==> src/design/timer_core_defs.svh <==
// register offsets, field positions, reset values and timing counts of the timer core
`ifndef TIMER_CORE_DEFS_SVH
`define TIMER_CORE_DEFS_SVH

// byte offsets on the register bus
`define CTRL0_OFS      8'h00
`define CTRL1_OFS      8'h04
`define CNT_LO_OFS     8'h08
`define CNT_HI_OFS     8'h0C
`define CMPA_LO_OFS    8'h10
`define CMPA_HI_OFS    8'h14
`define CMPP_LO_OFS    8'h18
`define CMPP_HI_OFS    8'h1C
`define STATUS_OFS     8'h20
`define CAPT_OFS       8'h24

// control 0 fields
`define PAUSE_BIT      7
`define CKSEL_MSB      6
`define CKSEL_LSB      4
`define ON_BIT         3
// control 1 fields
`define MODE_MSB       7
`define MODE_LSB       6
`define PINF_MSB       5
`define PINF_LSB       4
`define INIT_LVL_BIT   3
`define POL_BIT        2
`define CAPSRC_BIT     1
`define CCLR_BIT       0

`define CTRL_RESET     8'h00
`define AXI_OKAY       2'h0
`define AXI_SLVERR     2'h2

// clock divide counts
`define DIV_SYS4       8'h03
`define DIV_H16        8'h0F
`define DIV_H64        8'h3F

`endif

==> src/design/timer_core_pkg.sv <==
// types shared by the timer core
package timer_core_pkg;

    typedef enum logic [1:0] {
        MODE_COMPARE = 2'b00,
        MODE_CAPTURE = 2'b01,
        MODE_PWM     = 2'b10,
        MODE_TIMER   = 2'b11
    } op_mode_type;

    typedef enum logic [1:0] {
        BUS_IDLE = 2'b00,
        BUS_RESP = 2'b01
    } bus_state_type;

    typedef struct packed {
        bus_state_type wst;
        bus_state_type rst;
        logic          aw_seen;
        logic          w_seen;
        logic [7:0]    awaddr;
        logic [31:0]   wdata;
        logic [3:0]    wstrb;
        logic          bvalid;
        logic [1:0]    bresp;
        logic          rvalid;
        logic [1:0]    rresp;
        logic [31:0]   rdata;
        logic [7:0]    ctrl0;
        logic [7:0]    ctrl1;
        logic [15:0]   count;
        logic [15:0]   cmpa;
        logic [15:0]   cmpp;
        logic [15:0]   capt;
        logic [7:0]    low_buf;
        logic          on_d;
        logic [1:0]    ck_sync;
        logic          ck_d;
        logic [1:0]    cap_sync;
        logic          cap_d;
        logic [7:0]    div;
        logic          out_lvl;
        logic          pulse_run;
        logic          match_a;
        logic          match_p;
        logic          overflow;
        logic          capt_evt;
        logic          awready;
        logic          wready;
        logic          arready;
        logic          pin;
    } core_state_type;

endpackage : timer_core_pkg

==> src/design/timer_core.sv <==
// timer core: count-up counter, two comparators, capture, output pin, AXI4-Lite slave
//
// Function
// - free-running counter compared with comparator values
// - match raises interrupt, may clear, drive pin
// - three-bit field selects counter clock source
// - separate interrupts for comparator A and P
// - clock, capture inputs, one output; edge selectable
// - single pulse mode triggered by external clock pin
// - capture on rising, falling or both edges
// - periodic type may capture from clock pin
// - compare match sets, clears or toggles pin
// - PWM waveform leaves on the same pin
// - edge aligned PWM, duty or period adjustable
// - high bytes direct, low bytes via buffer
// - buffer moves only on high byte access
// - low write fills buffer, high write commits
// - high read snapshots low byte into buffer
// - on-bit rising edge, overflow, match clear counter
// - mode field: compare, capture, PWM/pulse, timer
//
// The register addresses and the AXI4-Lite slave port were chosen for this implementation.
`timescale 1ns/10ps
`default_nettype none
`include "timer_core_defs.svh"

module timer_core
    import timer_core_pkg::*;
#(
    parameter bit PERIODIC = 1'b0    // periodic type: clock pin can capture
)(
    input  wire logic        aclk,
    input  wire logic        aresetn,
    input  wire logic        high_clk_en,     // internal_high_clock tick
    input  wire logic        sub_clk_en,      // sub_clock tick
    input  wire logic        ext_clock_pin,
    input  wire logic        capture_input_pin,
    output logic             timer_output_pin,
    output logic             irq_match_a,
    output logic             irq_match_p,
    input  wire logic [7:0]  s_axi_awaddr,
    input  wire logic        s_axi_awvalid,
    output logic             s_axi_awready,
    input  wire logic [31:0] s_axi_wdata,
    input  wire logic [3:0]  s_axi_wstrb,
    input  wire logic        s_axi_wvalid,
    output logic             s_axi_wready,
    output logic [1:0]       s_axi_bresp,
    output logic             s_axi_bvalid,
    input  wire logic        s_axi_bready,
    input  wire logic [7:0]  s_axi_araddr,
    input  wire logic        s_axi_arvalid,
    output logic             s_axi_arready,
    output logic [31:0]      s_axi_rdata,
    output logic [1:0]       s_axi_rresp,
    output logic             s_axi_rvalid,
    input  wire logic        s_axi_rready
);

    core_state_type s_r;
    core_state_type s_nxt;

    // ----------------------------------------------------------------
    // derived control fields
    // ----------------------------------------------------------------
    op_mode_type mode;
    logic [2:0]  cksel;
    logic [1:0]  pinf;
    logic        on_bit;
    logic        paused;

    assign mode   = op_mode_type'(s_r.ctrl1[`MODE_MSB:`MODE_LSB]);
    assign cksel  = s_r.ctrl0[`CKSEL_MSB:`CKSEL_LSB];
    assign pinf   = s_r.ctrl1[`PINF_MSB:`PINF_LSB];
    assign on_bit = s_r.ctrl0[`ON_BIT];
    assign paused = s_r.ctrl0[`PAUSE_BIT];

    // ----------------------------------------------------------------
    // next-state logic
    // ----------------------------------------------------------------
    logic        ck_rise;
    logic        ck_fall;
    logic        cap_rise;
    logic        cap_fall;
    logic        tick;
    logic        cap_hit;
    logic        hit_a;
    logic        hit_p;
    logic        wr_go;
    logic        rd_go;
    logic [7:0]  wbyte;
    logic        do_clear;
    logic        pulse_mode;

    always_comb begin
        s_nxt = s_r;
        cap_hit = 1'b0;

        // two-flop synchronisers, edges taken only from the second stage
        s_nxt.ck_sync  = {s_r.ck_sync[0], ext_clock_pin};
        s_nxt.ck_d     = s_r.ck_sync[1];
        s_nxt.cap_sync = {s_r.cap_sync[0], capture_input_pin};
        s_nxt.cap_d    = s_r.cap_sync[1];
        ck_rise  = s_r.ck_sync[1] & ~s_r.ck_d;
        ck_fall  = ~s_r.ck_sync[1] & s_r.ck_d;
        cap_rise = s_r.cap_sync[1] & ~s_r.cap_d;
        cap_fall = ~s_r.cap_sync[1] & s_r.cap_d;

        // counter clock selection; slower rates are enable pulses
        s_nxt.div = s_r.div + 8'h01;
        case (cksel)
            3'b000:  tick = (s_r.div[1:0] == 2'(`DIV_SYS4));
            3'b001:  tick = 1'b1;
            3'b010:  tick = high_clk_en & ((s_r.div & `DIV_H16) == `DIV_H16);
            3'b011:  tick = high_clk_en & ((s_r.div & `DIV_H64) == `DIV_H64);
            3'b100,
            3'b101:  tick = sub_clk_en;
            3'b110:  tick = ck_rise;
            default: tick = ck_fall;
        endcase
        if (cksel == 3'b010 || cksel == 3'b011) begin
            // the high-clock prescaler only advances on its own ticks
            s_nxt.div = high_clk_en ? s_r.div + 8'h01 : s_r.div;
        end

        pulse_mode = (mode == MODE_PWM) && (pinf == 2'b11);

        // comparators: A on all 16 bits, P on the top byte
        hit_a = on_bit && (s_r.count == s_r.cmpa);
        hit_p = on_bit && (s_r.count[15:8] == s_r.cmpp[7:0]);
        s_nxt.match_a  = 1'b0;
        s_nxt.match_p  = 1'b0;
        s_nxt.overflow = 1'b0;
        s_nxt.capt_evt = 1'b0;
        do_clear = 1'b0;

        // counter; single pulse waits for its trigger
        s_nxt.on_d = on_bit;
        if (on_bit && !s_r.on_d) begin
            s_nxt.count     = 16'h0000;
            s_nxt.out_lvl   = s_r.ctrl1[`INIT_LVL_BIT];
            s_nxt.pulse_run = 1'b0;
        end else if (on_bit && !paused && tick && (!pulse_mode || s_r.pulse_run)) begin
            // a match is seen on the counting edge, so each count value matches once
            if (hit_a) s_nxt.match_a = 1'b1;
            if (hit_p) s_nxt.match_p = 1'b1;
            do_clear = s_r.ctrl1[`CCLR_BIT] ? hit_a : hit_p;
            if (s_r.count == 16'hFFFF) s_nxt.overflow = 1'b1;
            s_nxt.count = do_clear ? 16'h0000 : s_r.count + 16'h0001;
        end

        // output pin behaviour per mode
        case (mode)
            MODE_COMPARE: begin
                if (s_nxt.match_a) begin
                    case (pinf)
                        2'b01:   s_nxt.out_lvl = 1'b0;
                        2'b10:   s_nxt.out_lvl = 1'b1;
                        2'b11:   s_nxt.out_lvl = ~s_r.out_lvl;
                        default: s_nxt.out_lvl = s_r.out_lvl;
                    endcase
                end
            end
            MODE_PWM: begin
                // edge aligned: active from period start to duty match
                case (pinf)
                    2'b00:   s_nxt.out_lvl = 1'b0;
                    2'b01:   s_nxt.out_lvl = 1'b1;
                    2'b10: begin
                        if (s_nxt.match_a) s_nxt.out_lvl = 1'b0;
                        else if (do_clear || s_nxt.overflow) s_nxt.out_lvl = 1'b1;
                    end
                    default: begin
                        // single pulse: trigger starts it, compare A ends it
                        if (!s_r.pulse_run && ck_rise && on_bit) begin
                            s_nxt.pulse_run = 1'b1;
                            s_nxt.out_lvl   = 1'b1;
                        end else if (s_r.pulse_run && s_nxt.match_a) begin
                            s_nxt.pulse_run = 1'b0;
                            s_nxt.out_lvl   = 1'b0;
                        end
                    end
                endcase
            end
            MODE_CAPTURE: begin
                // capture source: dedicated pin or clock pin on periodic type
                if (PERIODIC && s_r.ctrl1[`CAPSRC_BIT])
                    cap_hit = (pinf == 2'b00 && ck_rise) || (pinf == 2'b01 && ck_fall)
                           || (pinf == 2'b10 && (ck_rise || ck_fall));
                else
                    cap_hit = (pinf == 2'b00 && cap_rise) || (pinf == 2'b01 && cap_fall)
                           || (pinf == 2'b10 && (cap_rise || cap_fall));
                if (on_bit && cap_hit) begin
                    s_nxt.capt     = s_r.count;
                    s_nxt.capt_evt = 1'b1;
                    s_nxt.match_a  = 1'b1;
                end
            end
            default: ;
        endcase

        // ------------------------------------------------------------
        // AXI4-Lite write: address and data in either order
        // ------------------------------------------------------------
        if (s_axi_awvalid && !s_r.aw_seen && s_r.wst == BUS_IDLE) begin
            s_nxt.aw_seen = 1'b1;
            s_nxt.awaddr  = s_axi_awaddr;
        end
        if (s_axi_wvalid && !s_r.w_seen && s_r.wst == BUS_IDLE) begin
            s_nxt.w_seen = 1'b1;
            s_nxt.wdata  = s_axi_wdata;
            s_nxt.wstrb  = s_axi_wstrb;
        end
        wr_go = s_r.aw_seen && s_r.w_seen && s_r.wst == BUS_IDLE;
        wbyte = s_r.wdata[7:0];
        if (wr_go) begin
            s_nxt.aw_seen = 1'b0;
            s_nxt.w_seen  = 1'b0;
            s_nxt.wst     = BUS_RESP;
            s_nxt.bvalid  = 1'b1;
            s_nxt.bresp   = `AXI_OKAY;
            if (s_r.wstrb[0]) begin
                if (s_r.awaddr == `CTRL0_OFS)
                    s_nxt.ctrl0 = {wbyte[7:3], 3'b000};
                else if (s_r.awaddr == `CTRL1_OFS)
                    s_nxt.ctrl1 = wbyte;
                else if (s_r.awaddr == `CMPA_LO_OFS || s_r.awaddr == `CMPP_LO_OFS)
                    s_nxt.low_buf = wbyte;
                else if (s_r.awaddr == `CMPA_HI_OFS)
                    s_nxt.cmpa = {wbyte, s_r.low_buf};
                else if (s_r.awaddr == `CMPP_HI_OFS)
                    s_nxt.cmpp = {wbyte, s_r.low_buf};
                else if (!(s_r.awaddr == `CNT_LO_OFS || s_r.awaddr == `CNT_HI_OFS
                           || s_r.awaddr == `STATUS_OFS || s_r.awaddr == `CAPT_OFS))
                    s_nxt.bresp = `AXI_SLVERR;
            end
        end
        if (s_r.wst == BUS_RESP && s_axi_bready) begin
            s_nxt.bvalid = 1'b0;
            s_nxt.wst    = BUS_IDLE;
        end

        // ------------------------------------------------------------
        // AXI4-Lite read
        // ------------------------------------------------------------
        rd_go = s_axi_arvalid && s_r.rst == BUS_IDLE;
        if (rd_go) begin
            s_nxt.rst    = BUS_RESP;
            s_nxt.rvalid = 1'b1;
            s_nxt.rresp  = `AXI_OKAY;
            s_nxt.rdata  = 32'h0000_0000;
            if (s_axi_araddr == `CTRL0_OFS)
                s_nxt.rdata[7:0] = s_r.ctrl0;
            else if (s_axi_araddr == `CTRL1_OFS)
                s_nxt.rdata[7:0] = s_r.ctrl1;
            else if (s_axi_araddr == `CNT_LO_OFS || s_axi_araddr == `CMPA_LO_OFS
                     || s_axi_araddr == `CMPP_LO_OFS)
                s_nxt.rdata[7:0] = s_r.low_buf;
            else if (s_axi_araddr == `CNT_HI_OFS) begin
                s_nxt.rdata[7:0] = s_r.count[15:8];
                s_nxt.low_buf    = s_r.count[7:0];
            end else if (s_axi_araddr == `CMPA_HI_OFS) begin
                s_nxt.rdata[7:0] = s_r.cmpa[15:8];
                s_nxt.low_buf    = s_r.cmpa[7:0];
            end else if (s_axi_araddr == `CMPP_HI_OFS) begin
                s_nxt.rdata[7:0] = s_r.cmpp[15:8];
                s_nxt.low_buf    = s_r.cmpp[7:0];
            end else if (s_axi_araddr == `STATUS_OFS)
                s_nxt.rdata[4:0] = {s_r.pulse_run, s_r.out_lvl, s_r.capt_evt, s_r.overflow, on_bit};
            else if (s_axi_araddr == `CAPT_OFS)
                s_nxt.rdata[15:0] = s_r.capt;
            else
                s_nxt.rresp = `AXI_SLVERR;
        end
        if (s_r.rst == BUS_RESP && s_axi_rready) begin
            s_nxt.rvalid = 1'b0;
            s_nxt.rst    = BUS_IDLE;
        end

        // readies and pin level registered from the next state, so no output is combinational
        s_nxt.awready = s_nxt.wst == BUS_IDLE && !s_nxt.aw_seen;
        s_nxt.wready  = s_nxt.wst == BUS_IDLE && !s_nxt.w_seen;
        s_nxt.arready = s_nxt.rst == BUS_IDLE;
        s_nxt.pin     = s_nxt.out_lvl ^ s_nxt.ctrl1[`POL_BIT];   // polarity inverts the pin
    end

    // ----------------------------------------------------------------
    // state register, synchronous reset
    // ----------------------------------------------------------------
    always_ff @(posedge aclk) begin
        if (!aresetn) begin
            s_r <= '0;
        end else begin
            s_r <= s_nxt;
        end
    end

    // ----------------------------------------------------------------
    // outputs, all straight from flip-flops
    // ----------------------------------------------------------------
    assign timer_output_pin = s_r.pin;
    assign irq_match_a      = s_r.match_a;
    assign irq_match_p      = s_r.match_p;
    assign s_axi_awready    = s_r.awready;
    assign s_axi_wready     = s_r.wready;
    assign s_axi_bvalid     = s_r.bvalid;
    assign s_axi_bresp      = s_r.bresp;
    assign s_axi_arready    = s_r.arready;
    assign s_axi_rvalid     = s_r.rvalid;
    assign s_axi_rresp      = s_r.rresp;
    assign s_axi_rdata      = s_r.rdata;

endmodule : timer_core
`default_nettype wire

==> config.mk <==
export PLATFORM = sky130hd
export DESIGN_NAME = timer_core
export DESIGN_NICKNAME = d
export VERILOG_FILES = /design/src/design/timer_core_pkg.sv /design/src/design/timer_core.sv
export VERILOG_INCLUDE_DIRS = /design/src /design/src/design
export SDC_FILE = /design/constraint.sdc
export NUM_CORES = 1
export LEC_CHECK = 0
export BUFFER_PORTS_ARGS = -buffer_cell sky130_fd_sc_hd__buf_2
export CORE_MARGIN = 1.5
export CORE_UTILIZATION = 57
export CTS_CLUSTER_SIZE = 20
export DETAILED_ROUTE_END_ITERATION = 10
export PLACE_DENSITY = 0.83
export SLEW_MARGIN = 20
export SYNTH_ARGS = -nofsm -noshare
export SYNTH_HDL_FRONTEND = slang
export SYNTH_SLANG_ARGS = --single-unit
==> constraint.sdc <==
create_clock -name aclk -period 3.3 [get_ports aclk]
set_input_delay 0.33 -clock aclk [delete_from_list [all_inputs] [get_ports aclk]]
set_output_delay 0.33 -clock aclk [all_outputs]
set_load 0.005 [all_outputs]
After elaboration in Yosys (flattened, before gate mapping):

Index checks and enable logic that the tools add are counted.

* register bits: 155
* input bits: 63
* output and inout bits: 44
* logic and storage cells: 240

* $add $sub $neg: 2
* equality and inequality tests: 38
* multiplexer cells: 80
* bitwise gates (word level): 18
* reductions and logical operators: 66

Operator list (number)
* $mux W8: 26
* $eq A8 B5 Y1 const B: 8
* $mux W2: 23
* $eq A8 B4 Y1 const B: 4
* $eq A8 B6 Y1 const B: 4
* $mux W16: 2
* $logic_and A1 B1 Y1: 25
* $mux W3: 6
* $mux W1: 17
* $add A16 B1 Y16 const B: 1
* $eq A16 B16 Y1: 1
* $eq A16 B16 Y1 const B: 1
* $eq A8 B3 Y1 const B: 2
* $logic_not A8 Y1: 2
* $logic_not A2 Y1: 6
* $logic_or A1 B1 Y1: 12
* $mux W11: 1
* $not A1 Y1: 11
* $eq A3 B3 Y1 const B: 3
* $add A8 B1 Y8 const B: 1
* $eq A2 B1 Y1 const B: 4
* $eq A2 B2 Y1 const B: 4
* $eq A8 B8 Y1: 1
* $logic_not A1 Y1: 8
* other kinds (19): 31

Longest topological paths before layout:

Gate-level depths: netlist of the first run.

* word-level depth: 14
* depth in mapped cells: 10
* gate-level depth less buffers: 9

Worst setup path before layout of the first run:

Ideal clock, no wire load.

* path type: register -> register
* start point: register s_r, in the netlist cksel[0]
* end point: register s_r, in the netlist timer_output_pin
* library setup time: 0.121 ns
* data arrival time: 2.176 ns
* data required time: 3.179 ns
* path slack: 1.003 ns
* cell stages (with the launch flop): 9
* buffers on the path: 1
* period minus slack after synthesis: 2.297 ns
* path through: dfxtp_1 -> or3b_1 -> a31oi_1 -> o221ai_2 -> or3_1 -> buf_2 -> o22a_1 -> o211ai_2 -> mux2_4

* longest elaborated chain between the ends: 13
* elaborated cells between the ends (all ways): 25
* classes of those cells: 6 x eq/ne; 12 x mux; 1 x bitwise; 6 x reduce/logical

RTL lines
* from (decl): RTL line timer_core.sv:60 `core_state_type s_r;`
* from (signal assigned): RTL line timer_core.sv:294 `s_r <= s_nxt;`
* $eq A3 B3 Y1: RTL line timer_core.sv:111 `case (cksel)`
* $reduce_or A2 Y1: RTL line timer_core.sv:111
* $pmux W1 S6 *: RTL line timer_core.sv:111
* $logic_and A1 B1 Y1 * (2 in a row): RTL line timer_core.sv:143 `end else if (on_bit && !paused && tick && (!pulse_mode || s_r.pulse_run)) begin`
* $mux W3 or $mux W1 (tied branches): RTL line timer_core.sv:143
* $mux W3 or $mux W1 (tied branches): RTL line timer_core.sv:139 `if (on_bit && !s_r.on_d) begin`
* $logic_and A1 B1 Y1 or $logic_or A1 B1 Y1 (tied branches): RTL line timer_core.sv:178, timer_core.sv:171
* $mux W2 or $mux W1 (tied branches): RTL line timer_core.sv:178, timer_core.sv:171
* $mux W2 or $mux W1 (tied branches): RTL line timer_core.sv:175, timer_core.sv:170
* $pmux W1 S3: RTL line timer_core.sv:166 `case (pinf)`
* $pmux W1 S2 *: RTL line timer_core.sv:153 `case (mode)`
* $xor A1 B1 Y1 *: RTL line timer_core.sv:284 `` s_nxt.pin = s_nxt.out_lvl ^ s_nxt.ctrl1[`POL_BIT]; ``

Mark *: on every way between the ends. The rest lies on a longest branch, timed or not.
A chain may end at the register's enable or synchronous reset.

Final worst setup path of the first run:

* start point: register s_r[95] (netlist name)
* end point: register s_r, in the netlist timer_output_pin

* longest elaborated chain between the ends: 11
* elaborated cells between the ends (all ways): 22
* classes of those cells: 3 x eq/ne; 14 x mux; 1 x bitwise; 4 x reduce/logical

RTL lines (RTL line)
* $eq A16 B16 Y1 or $eq A8 B8 Y1 (tied branches): timer_core.sv:129, timer_core.sv:130
* $logic_and A1 B1 Y1, on equally long branches: timer_core.sv:129, timer_core.sv:130
* $mux W1, on equally long branches: timer_core.sv:145, timer_core.sv:147
* $mux W3 or $mux W1 (tied branches): timer_core.sv:143
* $mux W3 or $mux W1 (tied branches): timer_core.sv:139
* $logic_and A1 B1 Y1 or $logic_or A1 B1 Y1 (tied branches): timer_core.sv:178, timer_core.sv:171
* $mux W2 or $mux W1 (tied branches): timer_core.sv:178, timer_core.sv:171
* $mux W2 or $mux W1 (tied branches): timer_core.sv:175, timer_core.sv:170
* $pmux W1 S3: timer_core.sv:166
* $pmux W1 S2 *: timer_core.sv:153
* $xor A1 B1 Y1 *: timer_core.sv:284

Marks and branches as above.

==> flow_summary.ini, run 1 <==
[setup_path]
crit_buf_inv = 0
crit_family = simple AND/OR/NAND/NOR gates
criticalPathCategory = register to register
slowest_delay_ns = 0.54
arrival_ns = 2.98
endpoint_kind = register
crit_path_max_fanout = 6
crit_slowest_cell = nor4_1
crit_chain = xor2_1 > nor4_1 > nand2_1 > or4_1 > a22oi_1 > o211ai_2 > mux2_4
required_ns = 3.62
start_kind = register

[global_route]
grt_pass1_vias = 5584
grt_pass1_wl_um = 29000
grtUsageTotal_pct = 28.9
grt_overflow_total = 0
antenna_found_initial = 0
grt_max_degree = 50

[pwr]
ir_drop_v = 0.000468
p_leak_nw = 3.35
power_w = 0.00403
p_per_area_nw_per_um2 = 502

[clock_network]
clk_latency_ns = 0.43
postCtsSetupBuffers = 0
cts_resized = 0
cts_tree = built
htree_levels = 4
postCtsHoldBufs = 0
clock_sinks = 151
cts-root-buf = clkbuf_16
numCtsBuffers = 17
clk_path_buf_depth = 2
cts.clk_slew.worst_paths_ns = 0.06

[placed_design]
dp.cells = 1021
gp_congestion = 1.01
dpl.hpwl_um = 13000
place_ws_ns = 0.734
io_buffers = 61

[drt]
via_per_inst = 5.87
vias = 6176
routed_wl_um = 18400
route.detailed.drc = 0
ant_nets = 0
drt_pass1_iterations = 6
wl_per_cell_um = 17.5
drt-initial-drc-count = 682

[min_path]
hp-class = input port to register

[synth]
ys_types = 59
synth_edf_count = 0
synth_area_um2 = 7190
yosysSeqAreaShare_pct = 42.1
yosysWarnings = 0
ys_ff_latch = 151
synthArstFlopShare_pct = 0
synth_top_cell_area_share_pct = 42.1
avgSynthCellArea_um2 = 8.55
synthTopCellsByArea = dfxtp_1 42%, mux2i_1 8.6%, nor2_1 6.8%, nand2_1 3.9%, buf_4 3.8%
synth_top_cell_by_area = dfxtp_1
synth_cells = 840
dominantRegCellSynth = dfxtp_1

[floorplanning]
fp.dieH_um = 115
die_x_um = 115
start_util_pct = 59.1
io_pins = 107
dieArea_um2 = 13300
num_rows = 40
placeableCoreArea_um2 = 12200

[layout]
final_common_cell = dfxtp_1
drive_above_1_share_pct = 15.3
nFillCells = 988
final_cells = 1052
mostFrequentLayoutCells = 151 x dfxtp_1, 131 x nor2_1, 75 x nand2_1
nNetsFinal = 939
synthToLayoutAreaGrowth_pct = 11.9
antenna_cells = 0

[timing]
hold_ws_ns = 0.103
worst-slew-pin-transition_ns = 0.816
timing.final.ws_setup_ns = 0.642
fin_setup_tns_ns = 0
final-max-slew-violation-count = 0
clock_skew_ns = 0.0112
rsz0062_at_grt = false
fin_crit_ns = 2.66
max_freq_mhz = 376
slew_headroom_pct = 45.5
final-hold-violation-count = 0
fin_crit_sh_pct = 80.6
final-setup-viol-count = 0

[flow_run]
drv_cap = 0

[run_status]
run_status = complete, no violations
power by group:
group | leakage (nW) | internal [W] | switching [W] | total (W)
clock | 0.275 | 0.00113 | 0.000781 | 0.00191
sequential | 1.22 | 0.00186 | 0.0000424 | 0.00191
combinational | 1.85 | 0.0000815 | 0.000141 | 0.000222
total | 3.35 | 0.00307 | 0.000964 | 0.00403
kinds of logic after synthesis:
family                     synth area share (%)
and+or+nand+nor                            21.3
buffers and inverters                      8.10
adders and majority gates                 0.697
muxes                                      9.00
AOI/OAI and AO/OA                          13.8
DFF                                        42.1
other                                    0.0522
xor gates and xnor gates                   5.00
synthesized netlist by cell type, types with 4 or more instances:
| master | instances |
|---|---|
| nand2b_1 | 4 |
| nor3_1 | 10 |
| a21oi_1 | 45 |
| buf_1 | 4 |
| and3_1 | 8 |
| nor2b_1 | 4 |
| nor2_1 | 131 |
| nand4_1 | 7 |
| nand3b_1 | 4 |
| buf_4 | 36 |
| clkbuf_1 | 34 |
| xor2_1 | 14 |
| a221oi_1 | 5 |
| o211ai_1 | 4 |
| buf_2 | 15 |
| inv_1 | 16 |
| o22a_1 | 4 |
| and2_1 | 17 |
| xnor2_1 | 27 |
| nand2_1 | 75 |
| ha_1 | 4 |
| nand3_1 | 27 |
| dfxtp_1 | 151 |
| o21ai_0 | 28 |
| mux2i_1 | 62 |
| a22oi_1 | 14 |
| a211oi_1 | 13 |
| nor4_1 | 6 |
| or3_1 | 7 |
| a31oi_1 | 13 |
through the flow:
step           area (µm²)  utilization [%]
2_1_floorplan        7250                -
3_3_place_gp         7470             61.4
3_5_place_dp         7470             61.4
4_1_cts              8040             66.1
5_1_grt              8040             66.1
6_report             8040             66.1
sequential cells by signal (all words and copies together), names as in the netlist, 2 cells and up:
name	flops
pinf	2
s_axi_rdata	16
s_r	112
s_nxt	4
mode	2
cksel	3
per-layer routing:
layer  GRT usage [%]  wire, µm
met5               0         0
met4            16.5       849
met3            6.59      1710
met2            42.8      8020
met1            38.9      7830
area by class of cell:
cell class | instances | area, µm² | share of cell area (%)
clock buffer | 19 | 443 | 5.51
clock inverter | 12 | 129 | 1.60
inverter | 16 | 61.3 | 0.762
tap | 168 | 210 | 2.61
sequential | 151 | 3020 | 37.6
timing repair buffer | 88 | 520 | 6.47
multi-input combinational | 598 | 3660 | 45.5
path summary, 6_finish.rpt:
kind	slack, ns	start	cells after the start	end
worst max-delay path	0.64	s_r[95]$_SDFFE_PP0N_	7	timer_output_pin$_SDFF_PN0_
worst min-delay path	0.10	ext_clock_pin	2	s_nxt[23]$_SDFF_PN0_
worst max register to register	0.64	s_r[95]$_SDFFE_PP0N_	7	timer_output_pin$_SDFF_PN0_
worst min register to register	0.44	s_nxt[23]$_SDFF_PN0_	1	s_nxt[21]$_SDFF_PN0_
No activity file was read; power rests on OpenSTA's default activity.
==> run 2: changes to the inputs <==
clock period = 2.71 ns   (was 3.3 ns; I/O delays follow)
==> run 2 against run 1 <==
Effect of this change: routed wire length is 3.1% higher; non-clock buffer count increased by 20; global-route usage rose by 0.87 points; flip-flop and latch count stayed put; sequential power up 21%; first-iteration DRC count fell by 4.1%; largest cell class unchanged.
==> flow_summary.ini, run 2 (same netlist as run 1, synthesis figures left out) <==
[timing]
fin_crit_ns = 2.52
slew_headroom_pct = 38.6
final-setup-viol-count = 0
rsz0062_at_grt = false
worst-slew-pin-transition_ns = 0.920
timing.final.ws_setup_ns = 0.188
fin_setup_tns_ns = 0
final-hold-violation-count = 0
max_freq_mhz = 397
fin_crit_sh_pct = 93.1
final-max-slew-violation-count = 0
hold_ws_ns = 0.0500
clock_skew_ns = 0.00702

[pwr]
p_per_area_nw_per_um2 = 633
p_seq_share_pct = 44.3
sw_frac_of_total_pct = 21.9
p_leak_nw = 3.49
internal-power_w = 0.00409
p_comb_share_pct = 5.3
ir_drop_v = 0.000473
clkPwrFrac_pct = 50.5
switchingPower_w = 0.00115

[placed_design]
dpl.hpwl_um = 13400
place_area_um2 = 7620
dp.cells = 1041
io_buffers = 61
place_ws_ns = 0.217
gp_congestion = 0.986

[drt]
drt-initial-drc-count = 654
drt_pass1_iterations = 5
route.detailed.drc = 0
wl_per_cell_um = 17.7
ant_nets = 0
vias = 6293
routed_wl_um = 19000
via_per_inst = 5.86

[min_path]
hp-class = input port to register
whs_path_depth = 2

[clock_network]
cts.clk_slew.worst_paths_ns = 0.06
postCtsHoldBufs = 0
numCtsBuffers = 17
postCtsSetupBuffers = 0
htree_levels = 4
clk_latency_ns = 0.43
cts-root-buf = clkbuf_16
clk_path_buf_depth = 2
clock_sinks = 151
cts_resized = 0
cts_tree = built

[layout]
final_cells = 1074
regMostFlops = s_r
largest_reg_flops = 112
final_common_cell = dfxtp_1
mostFrequentLayoutCells = 151 x dfxtp_1, 131 x nor2_1, 75 x nand2_1
nNetsFinal = 959
postLayoutCellArea_um2 = 8280
drive_above_1_share_pct = 17.1
synthToLayoutAreaGrowth_pct = 15.3

[global_route]
antenna_found_initial = 1
gr-max-usage-layer = met2
grt_pass1_wl_um = 30200
grtUsageTotal_pct = 29.8
grt_pass1_vias = 5853
use_met2_pct = 46.0
use_met3_pct = 8.49
use_met1_pct = 38.9
grt_max_degree = 75
grt_overflow_total = 0

[setup_path]
required_ns = 3.03
arrival_ns = 2.84
crit_path_max_fanout = 6
endpoint_kind = register
criticalPathCategory = register to register
ff2ff_path_depth = 7
start_kind = register

[flow_run]
drv_cap = 0

[run_status]
run_status = complete, no violations

[floorplanning]
die_x_um = 115
num_rows = 40
start_util_pct = 59.1
dieArea_um2 = 13300
fp.dieH_um = 115
placeableCoreArea_um2 = 12200
io_pins = 107
[run 2: cell count changes in the layout (fill, tap and decap cells not counted), sizes merged]
cell	previous run	this run
inv	16	15
diode	0	1
clkinv	7	6
clkinvlp	3	2
buf	88	108
bufinv	2	6
[run 2: area by class of cell]
type | count | area (µm²)
antenna | 1 | 2.50
clock buffer | 19 | 433
clock inverter | 13 | 228
fill | 981 | 3880
inverter | 16 | 61.3
multi-input combinational | 598 | 3660
sequential | 151 | 3020
tap | 168 | 210
timing repair buffer | 108 | 671
[run 2: through the flow]
stage	total power, W	utilization (%)
4_1_cts	0.00525	68.1
3_3_place_gp	0.00263	62.7
6_report	0.00524	68.1
3_5_place_dp	0.00264	62.7
2_1_floorplan	0.00255	-
5_1_grt	0.00540	68.1
[run 2: power by group through the flow]
stage / logic, W / registers (W) / clock network [W]
after detailed placement: 0.000270 / 0.00237 / 0
after global routing: 0.000308 / 0.00233 / 0.00277
after CTS: 0.000273 / 0.00232 / 0.00266
after floorplan: 0.000201 / 0.00235 / 0
after global placement: 0.000263 / 0.00237 / 0
final: 0.000277 / 0.00232 / 0.00265
[run 2: metal layers]
| metal | wire length [µm] | up-vias |
|---|---|---|
| li1 | - | 2967 |
| met1 | 7800 | 2944 |
| met2 | 8500 | 323 |
| met3 | 2000 | 59 |
| met4 | 673 | 0 |
| met5 | 0 | - |
[run 2: final timing paths]
path	start	end	slack, ns
worst max-delay path	cksel[0]$_SDFFE_PN0P_	timer_output_pin$_SDFF_PN0_	0.19
worst min-delay path	capture_input_pin	s_nxt[20]$_SDFF_PN0_	0.05
worst max register to register	cksel[0]$_SDFFE_PN0P_	timer_output_pin$_SDFF_PN0_	0.19
worst min register to register	s_nxt[23]$_SDFF_PN0_	s_nxt[21]$_SDFF_PN0_	0.43
[run 2: worst max-delay path: stages (launching register included)]
cell	delay [ns]
dfxtp_1	0.37
or3b_1	0.39
a31oi_1	0.22
o221ai_2	0.18
or4_1	0.57
o211ai_2	0.21
o211ai_2	0.16
mux2_4	0.32
